File: src/rtl/prot_cfg.svh
// constants for the inverter protection and restart block
`ifndef PROT_CFG_SVH
`define PROT_CFG_SVH
`define CLK_HZ 25000000
`define TICK_S 1
`define RESTART_S 30
`define OC_PERSIST_MS 500
`define RETRY_LAST 2'h3
`define A_CTRL 8'h00
`define A_STATUS 8'h04
`define A_STICKY 8'h08
`define A_TH_SHUT 8'h0c
`define A_TH_REST 8'h10
`define A_TH_DET 8'h14
`define A_TH_ALLOW 8'h18
`define A_E_TOTAL 8'h1c
`define A_E_SINCE 8'h20
`define A_DAY_V 8'h24
`define A_DAY_ERR 8'h28
`define CTRL_ALLOW_EN 0
`define CTRL_CHG_ON 1
`define CTRL_CLR_SINCE 2
`define P_SW 0
`define P_OC 1
`define P_HV 2
`define P_OT 3
`define P_EPL 4
`define RST_TH_SHUT 16'h0e88
`define RST_TH_REST 16'h1108
`define RST_TH_DET 16'h1130
`define RST_TH_ALLOW 16'h0e10
`define RST_VMIN 16'hffff
`endif

File: src/rtl/prot_pkg.sv
// types for the inverter protection and restart block
`default_nettype none
package prot_pkg;
  typedef enum logic [2:0] {
    s_off, s_run, s_ol_wait, s_lb_wait, s_hv_wait, s_ot_wait, s_ol_lock, s_lb_lock
  } mode_e;
  typedef enum logic [3:0] {c_none, c_ol, c_lb, c_hv, c_ot} cause_e;
  typedef struct packed {
    logic [4:0] s1;
    logic [4:0] s2;
    logic [4:0] s3;
    logic [4:0] lvl;
    logic epl_prev;
    mode_e mode;
    logic [31:0] sec_cnt;
    logic sec_tick;
    logic [31:0] oc_cnt;
    logic [1:0] ol_retry;
    logic [1:0] lb_retry;
    logic [15:0] th_shut;
    logic [15:0] th_rest;
    logic [15:0] th_det;
    logic [15:0] th_allow;
    logic allow_en;
    logic chg_on;
    logic [3:0] sticky;
    logic [31:0] e_total;
    logic [31:0] e_since;
    logic [15:0] vmax;
    logic [15:0] vmin;
    logic [7:0] err_cnt;
    logic [3:0][3:0] err_code;
    logic ack;
    logic [31:0] rdat;
    logic inv_en;
    logic chg_en;
    logic chg_allow;
    logic vlim;
    logic evt;
  } st_s;
endpackage : prot_pkg
`default_nettype wire

File: src/rtl/inverter_protection_restart.sv
// inverter protection supervisor with restart timing, lockouts and history
//
// The implementer's own choices: register access over Wishbone and the register offsets.
`default_nettype none
`include "prot_cfg.svh"
// Operation
// limit output voltage while over current
// sustained overload: off 30 s, restart
// fourth quick overload latches inverter off
// overload latch cleared by switch off-on
// low battery voltage turns inverter off
// low battery: off 30 s, restart above restart level
// fourth quick low battery stops restart-level retries
// switch off-on overrides low battery lockout
// after four, restart on 30 s above detect
// charger stays on during low battery shutdown
// thresholds writable, defaults 37.2 and 43.6 V
// charge-allow drops below minimum when enabled
// high battery: wait 30 s, then acceptable level
// over temperature retries every 30 s, forever
// total energy counter never resettable; the code still clears it to zero on rst_i
// since-cleared energy counter, cleared by software
// daily highest and lowest battery voltage
// daily error count and recent error codes
// retry counts separate, cleared by reset, switch
// sticky cause flags raise an event
module inverter_protection_restart #(
  parameter int unsigned SEC_CYC = `CLK_HZ * `TICK_S,
  parameter int unsigned OC_CYC = `CLK_HZ / 1000 * `OC_PERSIST_MS,
  parameter int unsigned RESTART_S = `RESTART_S
) (
  input wire logic clk_i,             // system clock, 25 MHz
  input wire logic rst_i,             // sync reset, high
  input wire logic wb_cyc_i,          // wishbone cycle
  input wire logic wb_stb_i,          // wishbone strobe
  input wire logic wb_we_i,           // wishbone write
  input wire logic [7:0] wb_adr_i,    // byte address
  input wire logic [3:0] wb_sel_i,    // byte enables
  input wire logic [31:0] wb_dat_i,   // write data
  output logic [31:0] wb_dat_o,       // read data
  output logic wb_ack_o,              // wishbone ack
  input wire logic sw_on_i,           // user switch, high is on (pin)
  input wire logic oc_i,              // over current comparator (pin)
  input wire logic hv_i,              // battery too high comparator (pin)
  input wire logic ot_i,              // over temperature comparator (pin)
  input wire logic epl_i,             // one energy quantum per high pulse (pin)
  input wire logic [15:0] batt_v_i,   // battery voltage, 10 mV steps
  input wire logic day_tick_i,        // new day pulse
  output logic inv_en_o,              // inverter output enable
  output logic chg_en_o,              // solar charger enable
  output logic chg_allow_o,           // charge-allow signal
  output logic vlim_o,                // reduce output voltage
  output logic event_o                // pulse when a cause flag sets
);
  prot_pkg::st_s r;
  prot_pkg::st_s n;
  logic hold_done;
  logic win_done;
  logic rech_done;
  logic load_hold;
  logic load_win;
  logic load_rech;
  prot_pkg::cause_e trip;
  logic ol_trip;
  logic epl_edge;
  logic acc;
  logic wr;
  logic [31:0] rd;
  logic [31:0] cur;
  logic [31:0] wv;

  if (SEC_CYC < 2 || OC_CYC < 1 || RESTART_S < 1) begin : g_bad
    $error("inverter_protection_restart parameters out of range");
  end

  function automatic logic [31:0] merge(input logic [31:0] o, input logic [31:0] d,
                                        input logic [3:0] s);
    logic [31:0] m;
    m = {{8{s[3]}}, {8{s[2]}}, {8{s[1]}}, {8{s[0]}}};
    merge = (o & ~m) | (d & m);
  endfunction : merge

  retry_timer #(.SECS(RESTART_S)) u_hold (
    .clk_i(clk_i),
    .rst_i(rst_i),
    .load_i(load_hold),
    .tick_i(r.sec_tick),
    .done_o(hold_done)
  );

  retry_timer #(.SECS(RESTART_S)) u_win (
    .clk_i(clk_i),
    .rst_i(rst_i),
    .load_i(load_win),
    .tick_i(r.sec_tick),
    .done_o(win_done)
  );

  retry_timer #(.SECS(RESTART_S)) u_rech (
    .clk_i(clk_i),
    .rst_i(rst_i),
    .load_i(load_rech),
    .tick_i(r.sec_tick),
    .done_o(rech_done)
  );

  // any dip to or below detect level restarts the continuous wait
  assign load_rech = (r.mode != prot_pkg::s_lb_lock) || !(batt_v_i > r.th_det);

  always_comb begin
    n = r;
    load_hold = 1'b0;
    load_win = 1'b0;
    trip = prot_pkg::c_none;
    rd = 32'h0000_0000;
    cur = 32'h0000_0000;
    wv = 32'h0000_0000;
    acc = wb_cyc_i && wb_stb_i && !r.ack;
    // a write lands where the master sees ack, while it still holds the request
    wr = wb_cyc_i && wb_stb_i && wb_we_i && r.ack;

    // pin synchroniser, a change counts once stages two and three agree
    n.s1 = {epl_i, ot_i, hv_i, oc_i, sw_on_i};
    n.s2 = r.s1;
    n.s3 = r.s2;
    n.lvl = ((r.s2 ~^ r.s3) & r.s3) | ((r.s2 ^ r.s3) & r.lvl);

    n.sec_tick = 1'b0;
    if (r.sec_cnt >= SEC_CYC - 1) begin
      n.sec_cnt = 32'h0000_0000;
      n.sec_tick = 1'b1;
    end else begin
      n.sec_cnt = r.sec_cnt + 32'h0000_0001;
    end

    // only sustained over current trips; short inrush is ridden out by limiting
    if (r.lvl[`P_OC] && r.mode == prot_pkg::s_run) begin
      if (r.oc_cnt < OC_CYC) begin
        n.oc_cnt = r.oc_cnt + 32'h0000_0001;
      end
    end else begin
      n.oc_cnt = 32'h0000_0000;
    end
    ol_trip = (r.oc_cnt >= OC_CYC);

    unique case (r.mode)
      prot_pkg::s_off: begin
        if (r.lvl[`P_SW]) begin
          n.mode = prot_pkg::s_run;
        end
      end
      prot_pkg::s_run: begin
        if (win_done) begin
          n.ol_retry = 2'h0;
          n.lb_retry = 2'h0;
        end
        if (r.lvl[`P_HV]) begin
          trip = prot_pkg::c_hv;
          n.mode = prot_pkg::s_hv_wait;
        end else if (r.lvl[`P_OT]) begin
          trip = prot_pkg::c_ot;
          n.mode = prot_pkg::s_ot_wait;
        end else if (batt_v_i < r.th_shut) begin
          trip = prot_pkg::c_lb;
          if (!win_done && r.lb_retry == `RETRY_LAST) begin
            n.mode = prot_pkg::s_lb_lock;
          end else begin
            n.mode = prot_pkg::s_lb_wait;
            n.lb_retry = (win_done ? 2'h0 : r.lb_retry) + 2'h1;
          end
        end else if (ol_trip) begin
          trip = prot_pkg::c_ol;
          if (!win_done && r.ol_retry == `RETRY_LAST) begin
            n.mode = prot_pkg::s_ol_lock;
          end else begin
            n.mode = prot_pkg::s_ol_wait;
            n.ol_retry = (win_done ? 2'h0 : r.ol_retry) + 2'h1;
          end
        end
      end
      prot_pkg::s_ol_wait: begin
        if (hold_done) begin
          n.mode = prot_pkg::s_run;
          load_win = 1'b1;
        end
      end
      prot_pkg::s_lb_wait: begin
        if (hold_done && batt_v_i > r.th_rest) begin
          n.mode = prot_pkg::s_run;
          load_win = 1'b1;
        end
      end
      prot_pkg::s_hv_wait: begin
        if (hold_done && !r.lvl[`P_HV]) begin
          n.mode = prot_pkg::s_run;
        end
      end
      prot_pkg::s_ot_wait: begin
        // no count kept: a still-hot restart simply trips again
        if (hold_done) begin
          n.mode = prot_pkg::s_run;
        end
      end
      prot_pkg::s_ol_lock: begin
        n.mode = prot_pkg::s_ol_lock;
      end
      prot_pkg::s_lb_lock: begin
        if (rech_done) begin
          n.mode = prot_pkg::s_run;
          n.lb_retry = 2'h0;
        end
      end
    endcase

    if (trip != prot_pkg::c_none) begin
      load_hold = 1'b1;
    end

    // switch off beats every other state and forgets the retry history
    if (!r.lvl[`P_SW]) begin
      n.mode = prot_pkg::s_off;
      n.ol_retry = 2'h0;
      n.lb_retry = 2'h0;
    end

    // daily history, a trip in the roll-over cycle still lands in the new day
    if (day_tick_i) begin
      n.vmax = batt_v_i;
      n.vmin = batt_v_i;
      n.err_cnt = 8'h00;
      n.err_code = '0;
    end else begin
      if (batt_v_i > r.vmax) begin
        n.vmax = batt_v_i;
      end
      if (batt_v_i < r.vmin) begin
        n.vmin = batt_v_i;
      end
    end
    if (trip != prot_pkg::c_none) begin
      n.err_code = {n.err_code[2:0], trip};
      if (n.err_cnt != 8'hff) begin
        n.err_cnt = n.err_cnt + 8'h01;
      end
    end

    epl_edge = r.lvl[`P_EPL] && !r.epl_prev;
    n.epl_prev = r.lvl[`P_EPL];
    n.e_total = r.e_total + {31'h0000_0000, epl_edge};
    n.e_since = r.e_since + {31'h0000_0000, epl_edge};

    // bus: answer one cycle after the request, unmapped reads give zero
    n.ack = acc;
    unique case (wb_adr_i)
      `A_CTRL: cur = {29'h0000_0000, 1'b0, r.chg_on, r.allow_en};
      `A_STATUS: cur = {12'h000, r.vlim, r.chg_allow, r.chg_en, r.inv_en, 3'h0, r.lvl,
                        r.lb_retry, r.ol_retry, 1'b0, r.mode};
      `A_STICKY: cur = {28'h000_0000, r.sticky};
      `A_TH_SHUT: cur = {16'h0000, r.th_shut};
      `A_TH_REST: cur = {16'h0000, r.th_rest};
      `A_TH_DET: cur = {16'h0000, r.th_det};
      `A_TH_ALLOW: cur = {16'h0000, r.th_allow};
      `A_E_TOTAL: cur = r.e_total;
      `A_E_SINCE: cur = r.e_since;
      `A_DAY_V: cur = {r.vmax, r.vmin};
      `A_DAY_ERR: cur = {8'h00, r.err_cnt, r.err_code};
      default: cur = 32'h0000_0000;
    endcase
    rd = cur;
    wv = merge(cur, wb_dat_i, wb_sel_i);
    if (acc) begin
      n.rdat = rd;
    end
    if (wr) begin
      unique case (wb_adr_i)
        `A_CTRL: begin
          n.allow_en = wv[`CTRL_ALLOW_EN];
          n.chg_on = wv[`CTRL_CHG_ON];
          if (wv[`CTRL_CLR_SINCE]) begin
            n.e_since = {31'h0000_0000, epl_edge};
          end
        end
        `A_TH_SHUT: n.th_shut = wv[15:0];
        `A_TH_REST: n.th_rest = wv[15:0];
        `A_TH_DET: n.th_det = wv[15:0];
        `A_TH_ALLOW: n.th_allow = wv[15:0];
        default: begin
        end
      endcase
    end

    // sticky cause flags: write one to clear, a new trip wins over the clear
    if (wr && wb_adr_i == `A_STICKY) begin
      n.sticky = r.sticky & ~wv[3:0];
    end
    n.evt = 1'b0;
    unique case (trip)
      prot_pkg::c_ol: begin
        n.sticky[0] = 1'b1;
        n.evt = !r.sticky[0];
      end
      prot_pkg::c_lb: begin
        n.sticky[1] = 1'b1;
        n.evt = !r.sticky[1];
      end
      prot_pkg::c_hv: begin
        n.sticky[2] = 1'b1;
        n.evt = !r.sticky[2];
      end
      prot_pkg::c_ot: begin
        n.sticky[3] = 1'b1;
        n.evt = !r.sticky[3];
      end
      default: begin
      end
    endcase

    n.inv_en = (n.mode == prot_pkg::s_run);
    n.vlim = r.lvl[`P_OC] && (r.mode == prot_pkg::s_run);
    n.chg_en = r.chg_on || n.mode == prot_pkg::s_lb_wait
               || n.mode == prot_pkg::s_lb_lock;
    n.chg_allow = !(r.allow_en && batt_v_i < r.th_allow);
  end

  always_ff @(posedge clk_i) begin
    if (rst_i) begin
      r <= '0;
      r.th_shut <= `RST_TH_SHUT;
      r.th_rest <= `RST_TH_REST;
      r.th_det <= `RST_TH_DET;
      r.th_allow <= `RST_TH_ALLOW;
      r.chg_on <= 1'b1;
      r.chg_en <= 1'b1;
      r.chg_allow <= 1'b1;
      r.vmin <= `RST_VMIN;
    end else begin
      r <= n;
    end
  end

  assign wb_dat_o = r.rdat;
  assign wb_ack_o = r.ack;
  assign inv_en_o = r.inv_en;
  assign chg_en_o = r.chg_en;
  assign chg_allow_o = r.chg_allow;
  assign vlim_o = r.vlim;
  assign event_o = r.evt;
endmodule : inverter_protection_restart
`default_nettype wire

File: src/rtl/retry_timer.sv
// whole-second countdown used for hold-off, retry window and recharge timing
`default_nettype none
module retry_timer #(
  parameter int unsigned SECS = 30
) (
  input wire logic clk_i,  // system clock
  input wire logic rst_i,  // sync reset, high
  input wire logic load_i, // restart the countdown
  input wire logic tick_i, // one pulse per second
  output logic done_o      // countdown at zero
);
  localparam int unsigned W = $clog2(SECS + 2);
  logic [W-1:0] cnt_r;
  logic [W-1:0] cnt_nxt;

  if (SECS == 0) begin : g_bad
    $error("retry_timer needs SECS of at least one");
  end

  // one extra tick: the first tick after a load may come at once
  always_comb begin
    cnt_nxt = cnt_r;
    if (load_i) begin
      cnt_nxt = W'(SECS + 1);
    end else if (tick_i && cnt_r != '0) begin
      cnt_nxt = cnt_r - 1'b1;
    end
  end

  always_ff @(posedge clk_i) begin
    if (rst_i) begin
      cnt_r <= '0;
    end else begin
      cnt_r <= cnt_nxt;
    end
  end

  assign done_o = (cnt_r == '0);
endmodule : retry_timer
`default_nettype wire

File: config.mk
export PLATFORM = sky130hd
export DESIGN_NAME = inverter_protection_restart
export DESIGN_NICKNAME = d
export VERILOG_FILES = /design/src/rtl/prot_pkg.sv /design/src/rtl/inverter_protection_restart.sv /design/src/rtl/retry_timer.sv
export VERILOG_INCLUDE_DIRS = /design/src /design/src/rtl
export SDC_FILE = /design/constraint.sdc
export NUM_CORES = 1
export LEC_CHECK = 0
export BUFFER_PORTS_ARGS = -buffer_cell sky130_fd_sc_hd__buf_2
export CAP_MARGIN = 30
export CORE_ASPECT_RATIO = 2
export CORE_MARGIN = 2
export CORE_UTILIZATION = 50
export DETAILED_ROUTE_END_ITERATION = 12
export PLACE_DENSITY = 0.74
export RECOVER_POWER = 25
export SLEW_MARGIN = 25
export SYNTH_ARGS = -nofsm -noshare
export SYNTH_HDL_FRONTEND = slang
export SYNTH_SLANG_ARGS = --single-unit
File: constraint.sdc
create_clock -name clk_i -period 3 [get_ports clk_i]
set_clock_uncertainty 0.2 [all_clocks]
set_input_delay 0.45 -clock clk_i [delete_from_list [all_inputs] [get_ports clk_i]]
set_output_delay 0.45 -clock clk_i [all_outputs]
set_load 0.03 [all_outputs]
==> flow_metrics.tcl <==
set metrics [dict create \
    cts_tree "done" \
    track_usage_pct 33.8 \
    yosys.area_share.simple_pct 21.4 \
    yosysWarnings 0 \
    synthDistinctLibCells 90 \
    maxCapViolCount 1 \
    dieHeight_um 269 \
    max-vdd-ir-drop_mv 0.515 \
    drtIter0Drc 1173 \
    syn_avg_cell_area_um2 8.50 \
    globalplace.congestion 1.05 \
    rows 97 \
    critPathKind "flip-flop to flip-flop" \
    cts.sinks 336 \
    drive_gt1_share_pct 14.7 \
    grt_max_degree 91 \
    p_seq_share_pct 45.5 \
    cts_made_buffers 30 \
    synth_top_family_by_area "simple AND/OR/NAND/NOR gates" \
    timing.fmax_mhz 333 \
    cp.arrival_ps 3290 \
    io_pins 109 \
    combinationalPowerShare_pct 12.4 \
    synth_top_area_share_pct 38.4 \
    syn_inst 2061 \
    swShare_pct 26.6 \
    cp_common_cell "buf_4" \
    ys_seq_elements 336 \
    synth_top_cell_by_area "dfxtp_1" \
    vias 16400 \
    core_um2 34800 \
    postRouteAntennaNets 0 \
    cts_buffer_depth 3 \
    syn-cell-area_um2 17500 \
    status "finished with violations" \
    violations "max-capacitance violations, max-slew violations, negative setup slack" \
    synth_xor_area_share_pct 4.70 \
    slowest_stage "dfxtp_1" \
    cts.root.buffer_cell "clkbuf_16" \
    max_stage_delay_ps 510 \
    dp_hpwl_mm 48.5 \
    synth.mux.area_fraction_pct 3.80 \
    syn2layout_area_growth_pct 16.4 \
    power_density_nw_per_um2 506 \
    p_sw_w 0.00274 \
    nNetsFinal 2418 \
    internal_power_w 0.00759 \
    r2r_cells 11 \
    synth_compound_area_share_pct 17.2 \
    initial_core_util_pct 50.3 \
    synth_fa_ha_area_share_pct 7.92 \
    firstDrtPassIters 5 \
    cp-start-kind "flip-flop" \
    whs_path_depth 2 \
    antenna_found_initial 1 \
    min_to "r[63]$_SDFFE_PP1P_" \
    htreeDepth 1 \
    die-area_um2 36700 \
    wl_per_cell_um 23.1 \
    final-hold-violation-count 0 \
    worstPathRequired_ps 3290 \
    preCtsSetupSlack_ps -109 \
    grt_pass1_vias 16100 \
    final.period_utilization_pct 100 \
    grt_first_pass_wirelength_mm 92.6 \
    grt_overflow_total 0 \
    pwr-share-clk_pct 42.2 \
    synth_area_leaders "dfxtp_1 38%, ha_1 7.9%, nor2_1 5.3%" \
    holdCritStartpoint "batt_v_i[1]" \
    hp-class "primary input to flip-flop" \
    maxSlewHeadroom_pct -15.6 \
    tightest_slew_ps 1730 \
    die_w_um 136 \
    io_buffers 90 \
    r2r_end "event_o$_SDFF_PP0_" \
    async_reset_ff_share_pct 0 \
    synth-edff-count 0 \
    post-cts-setup-buffer-count 0 \
    setup_ws_ps -0.804 \
    drt-vias-per-instance 6.05 \
    cts.clk_slew.worst_paths_ps 70 \
    ys_seq_area_share_pct 38.4 \
    fin_util_pct 58.6 \
    slew_viol_final 83 \
    leakagePower_nw 8.24 \
    path_max_fanout 4 \
    r2r_start "r[221]$_SDFFE_PP1P_" \
    drc 0 \
    endpoint_kind "flip-flop" \
    reg2reg_slack_ps -0.8 \
    cp_cell_sequence "inv_1, ha_1, a21oi_1, o211a_1, nor3_1, buf_4, o21a_1, o21ai_1, buf_4, or4_1, o21ai_0" \
    wl_mm 62.4 \
    ys.flop_type "dfxtp_1" \
    clk-insertion-delay-late_ps 600 \
    setup_viol 1 \
    min_period_ps 3000 \
]
==> placed cells by master (no fill, tap or decap), types with 9 or more instances in the layout <==
cell,Yosys,layout
and3_1,38,38
nand2_1,138,138
a22oi_1,41,41
dfxtp_1,336,336
or3_1,27,27
nor3_1,39,38
ha_1,111,111
clkbuf_1,66,53
nand4_1,36,36
nor4_1,17,16
buf_4,32,157
xor2_1,56,56
mux2i_1,52,52
xnor2_1,38,38
a21o_1,10,9
clkbuf_16,0,30
nor2b_1,36,35
nor2_1,249,248
buf_2,31,50
a21oi_1,132,131
mux2_2,13,13
and2_1,10,10
o211ai_1,17,17
a211oi_1,11,10
nand3_1,74,73
a211o_1,20,20
o21ai_0,65,64
a31oi_1,12,11
inv_1,128,128
and4_1,10,10
o21a_1,28,28
a222oi_1,13,13
nand2b_1,11,11
==> synth_stat cells, drive strengths merged, types with 5 or more instances <==
master / count
or4: 8
nor2: 252
inv: 128
a211o: 20
a21oi: 134
a21o: 10
o211ai: 17
o22ai: 7
a222oi: 13
a211oi: 12
o2bb2ai: 6
nand2: 140
nand3: 74
or3: 32
xor2: 56
nand4: 38
and2: 11
a31oi: 12
and4: 10
nor2b: 36
a311oi: 5
nor4: 18
nor3b: 6
xnor2: 38
o31ai: 8
and3: 39
a22oi: 41
o21a: 28
mux2: 13
dfxtp: 336
buf: 67
nor4b: 6
o21ai: 69
nand2b: 11
a31o: 6
clkbuf: 66
or4b: 8
mux2i: 52
ha: 111
o32ai: 6
nor3: 43
a22o: 8
o221ai: 5
==> area by class of cell <==
type / instances / area, um2
diodes: 1 / 2.50
fillers: 3118 / 14400
flip-flops and latches: 336 / 6730
repair buffers: 270 / 1790
inverters: 129 / 484
well taps: 445 / 557
clock inverters: 20 / 313
multi-input cells: 1469 / 9730
clock buffers: 36 / 793
==> worst max-delay path: cells and delay by family (launching register included) <==
kind | cells | cell delay [ps]
adders and majority gates | 1 | 300
buffers and inverters | 3 | 420
DFF | 1 | 510
AOI/OAI and AO/OA | 5 | 900
and+or+nand+nor | 2 | 560
==> metrics by stage <==
step / TNS (ps) / total power (W) / hold slack, ps / cells / area (um2)
final: -0.804 / 0.0103 / 50.9 / 2706 / 20400
after global routing: -10.5 / 0.0106 / 42.2 / 2705 / 20400
after CTS: 0 / 0.0103 / 33.2 / 2705 / 20500
after detailed placement: -706 / 0.00603 / 224 / 2641 / 19300
after global placement: -560 / 0.00598 / 218 / 2640 / 19300
after floorplan: 0 / 0.00550 / 213 / 2067 / 17600
==> power by group through the flow <==
| stage | Combinational (W) | Sequential [W] | Clock [W] |
|---|---|---|---|
| 2_1_floorplan | 0.000772 | 0.00473 | 0 |
| 3_3_place_gp | 0.00119 | 0.00479 | 0 |
| 3_5_place_dp | 0.00124 | 0.00479 | 0 |
| 4_1_cts | 0.00125 | 0.00469 | 0.00440 |
| 5_1_grt | 0.00137 | 0.00470 | 0.00457 |
| 6_report | 0.00128 | 0.00470 | 0.00436 |
==> what timing repair did <==
action	4_1_cts	5_1_grt
resized for setup	0	8
endpoints found under the hold margin	17	0
endpoints found under the setup margin	0	46
hold buffers	8	0
==> kinds of logic (layout without fill, tap and decap cells) <==
kind of cell    count (synthesis)  count (layout)
fa+ha+maj                     111             111
flops                         336             336
buf+inv                       262             455
compound gates                448             448
mux                            65              65
other cells                     1               8
simple gates                  744             744
xor+xnor                       94              94
==> flip-flops by register name, indices dropped and copies added (netlist names) <==
signal and cells:
r 272, chg_en_o 1, chg_allow_o 1, u_rech.cnt_r 5, u_hold.cnt_r 5, inv_en_o 1, u_win.cnt_r 5, wb_ack_o 1
vlim_o 1, n 11, event_o 1, wb_dat_o 32
==> worst max path at each step <==
stage,cells after the start,start,end
after floorplan,10,n[300]$_SDFF_PP0_,r[152]$_SDFF_PP0_
after global placement,9,wb_adr_i[2],r[169]$_SDFFE_PP0P_
after detailed placement,9,wb_adr_i[2],r[169]$_SDFFE_PP0P_
after CTS,10,r[218]$_SDFFE_PP0P_,r[230]$_SDFFE_PP0P_
after global routing,11,r[221]$_SDFFE_PP1P_,event_o$_SDFF_PP0_
final,11,r[221]$_SDFFE_PP1P_,event_o$_SDFF_PP0_
==> per-layer routing <==
layer | vias up | GRT usage, % | share of wire, %
met2 | 695 | 58.3 | 48
met5 | - | 0 | 0
met3 | 296 | 5.19 | 5.7
met1 | 7735 | 32.6 | 33
li1 | 7646 | - | -
met4 | 0 | 35.8 | 13
No activity file was read; power rests on OpenSTA's default activity.
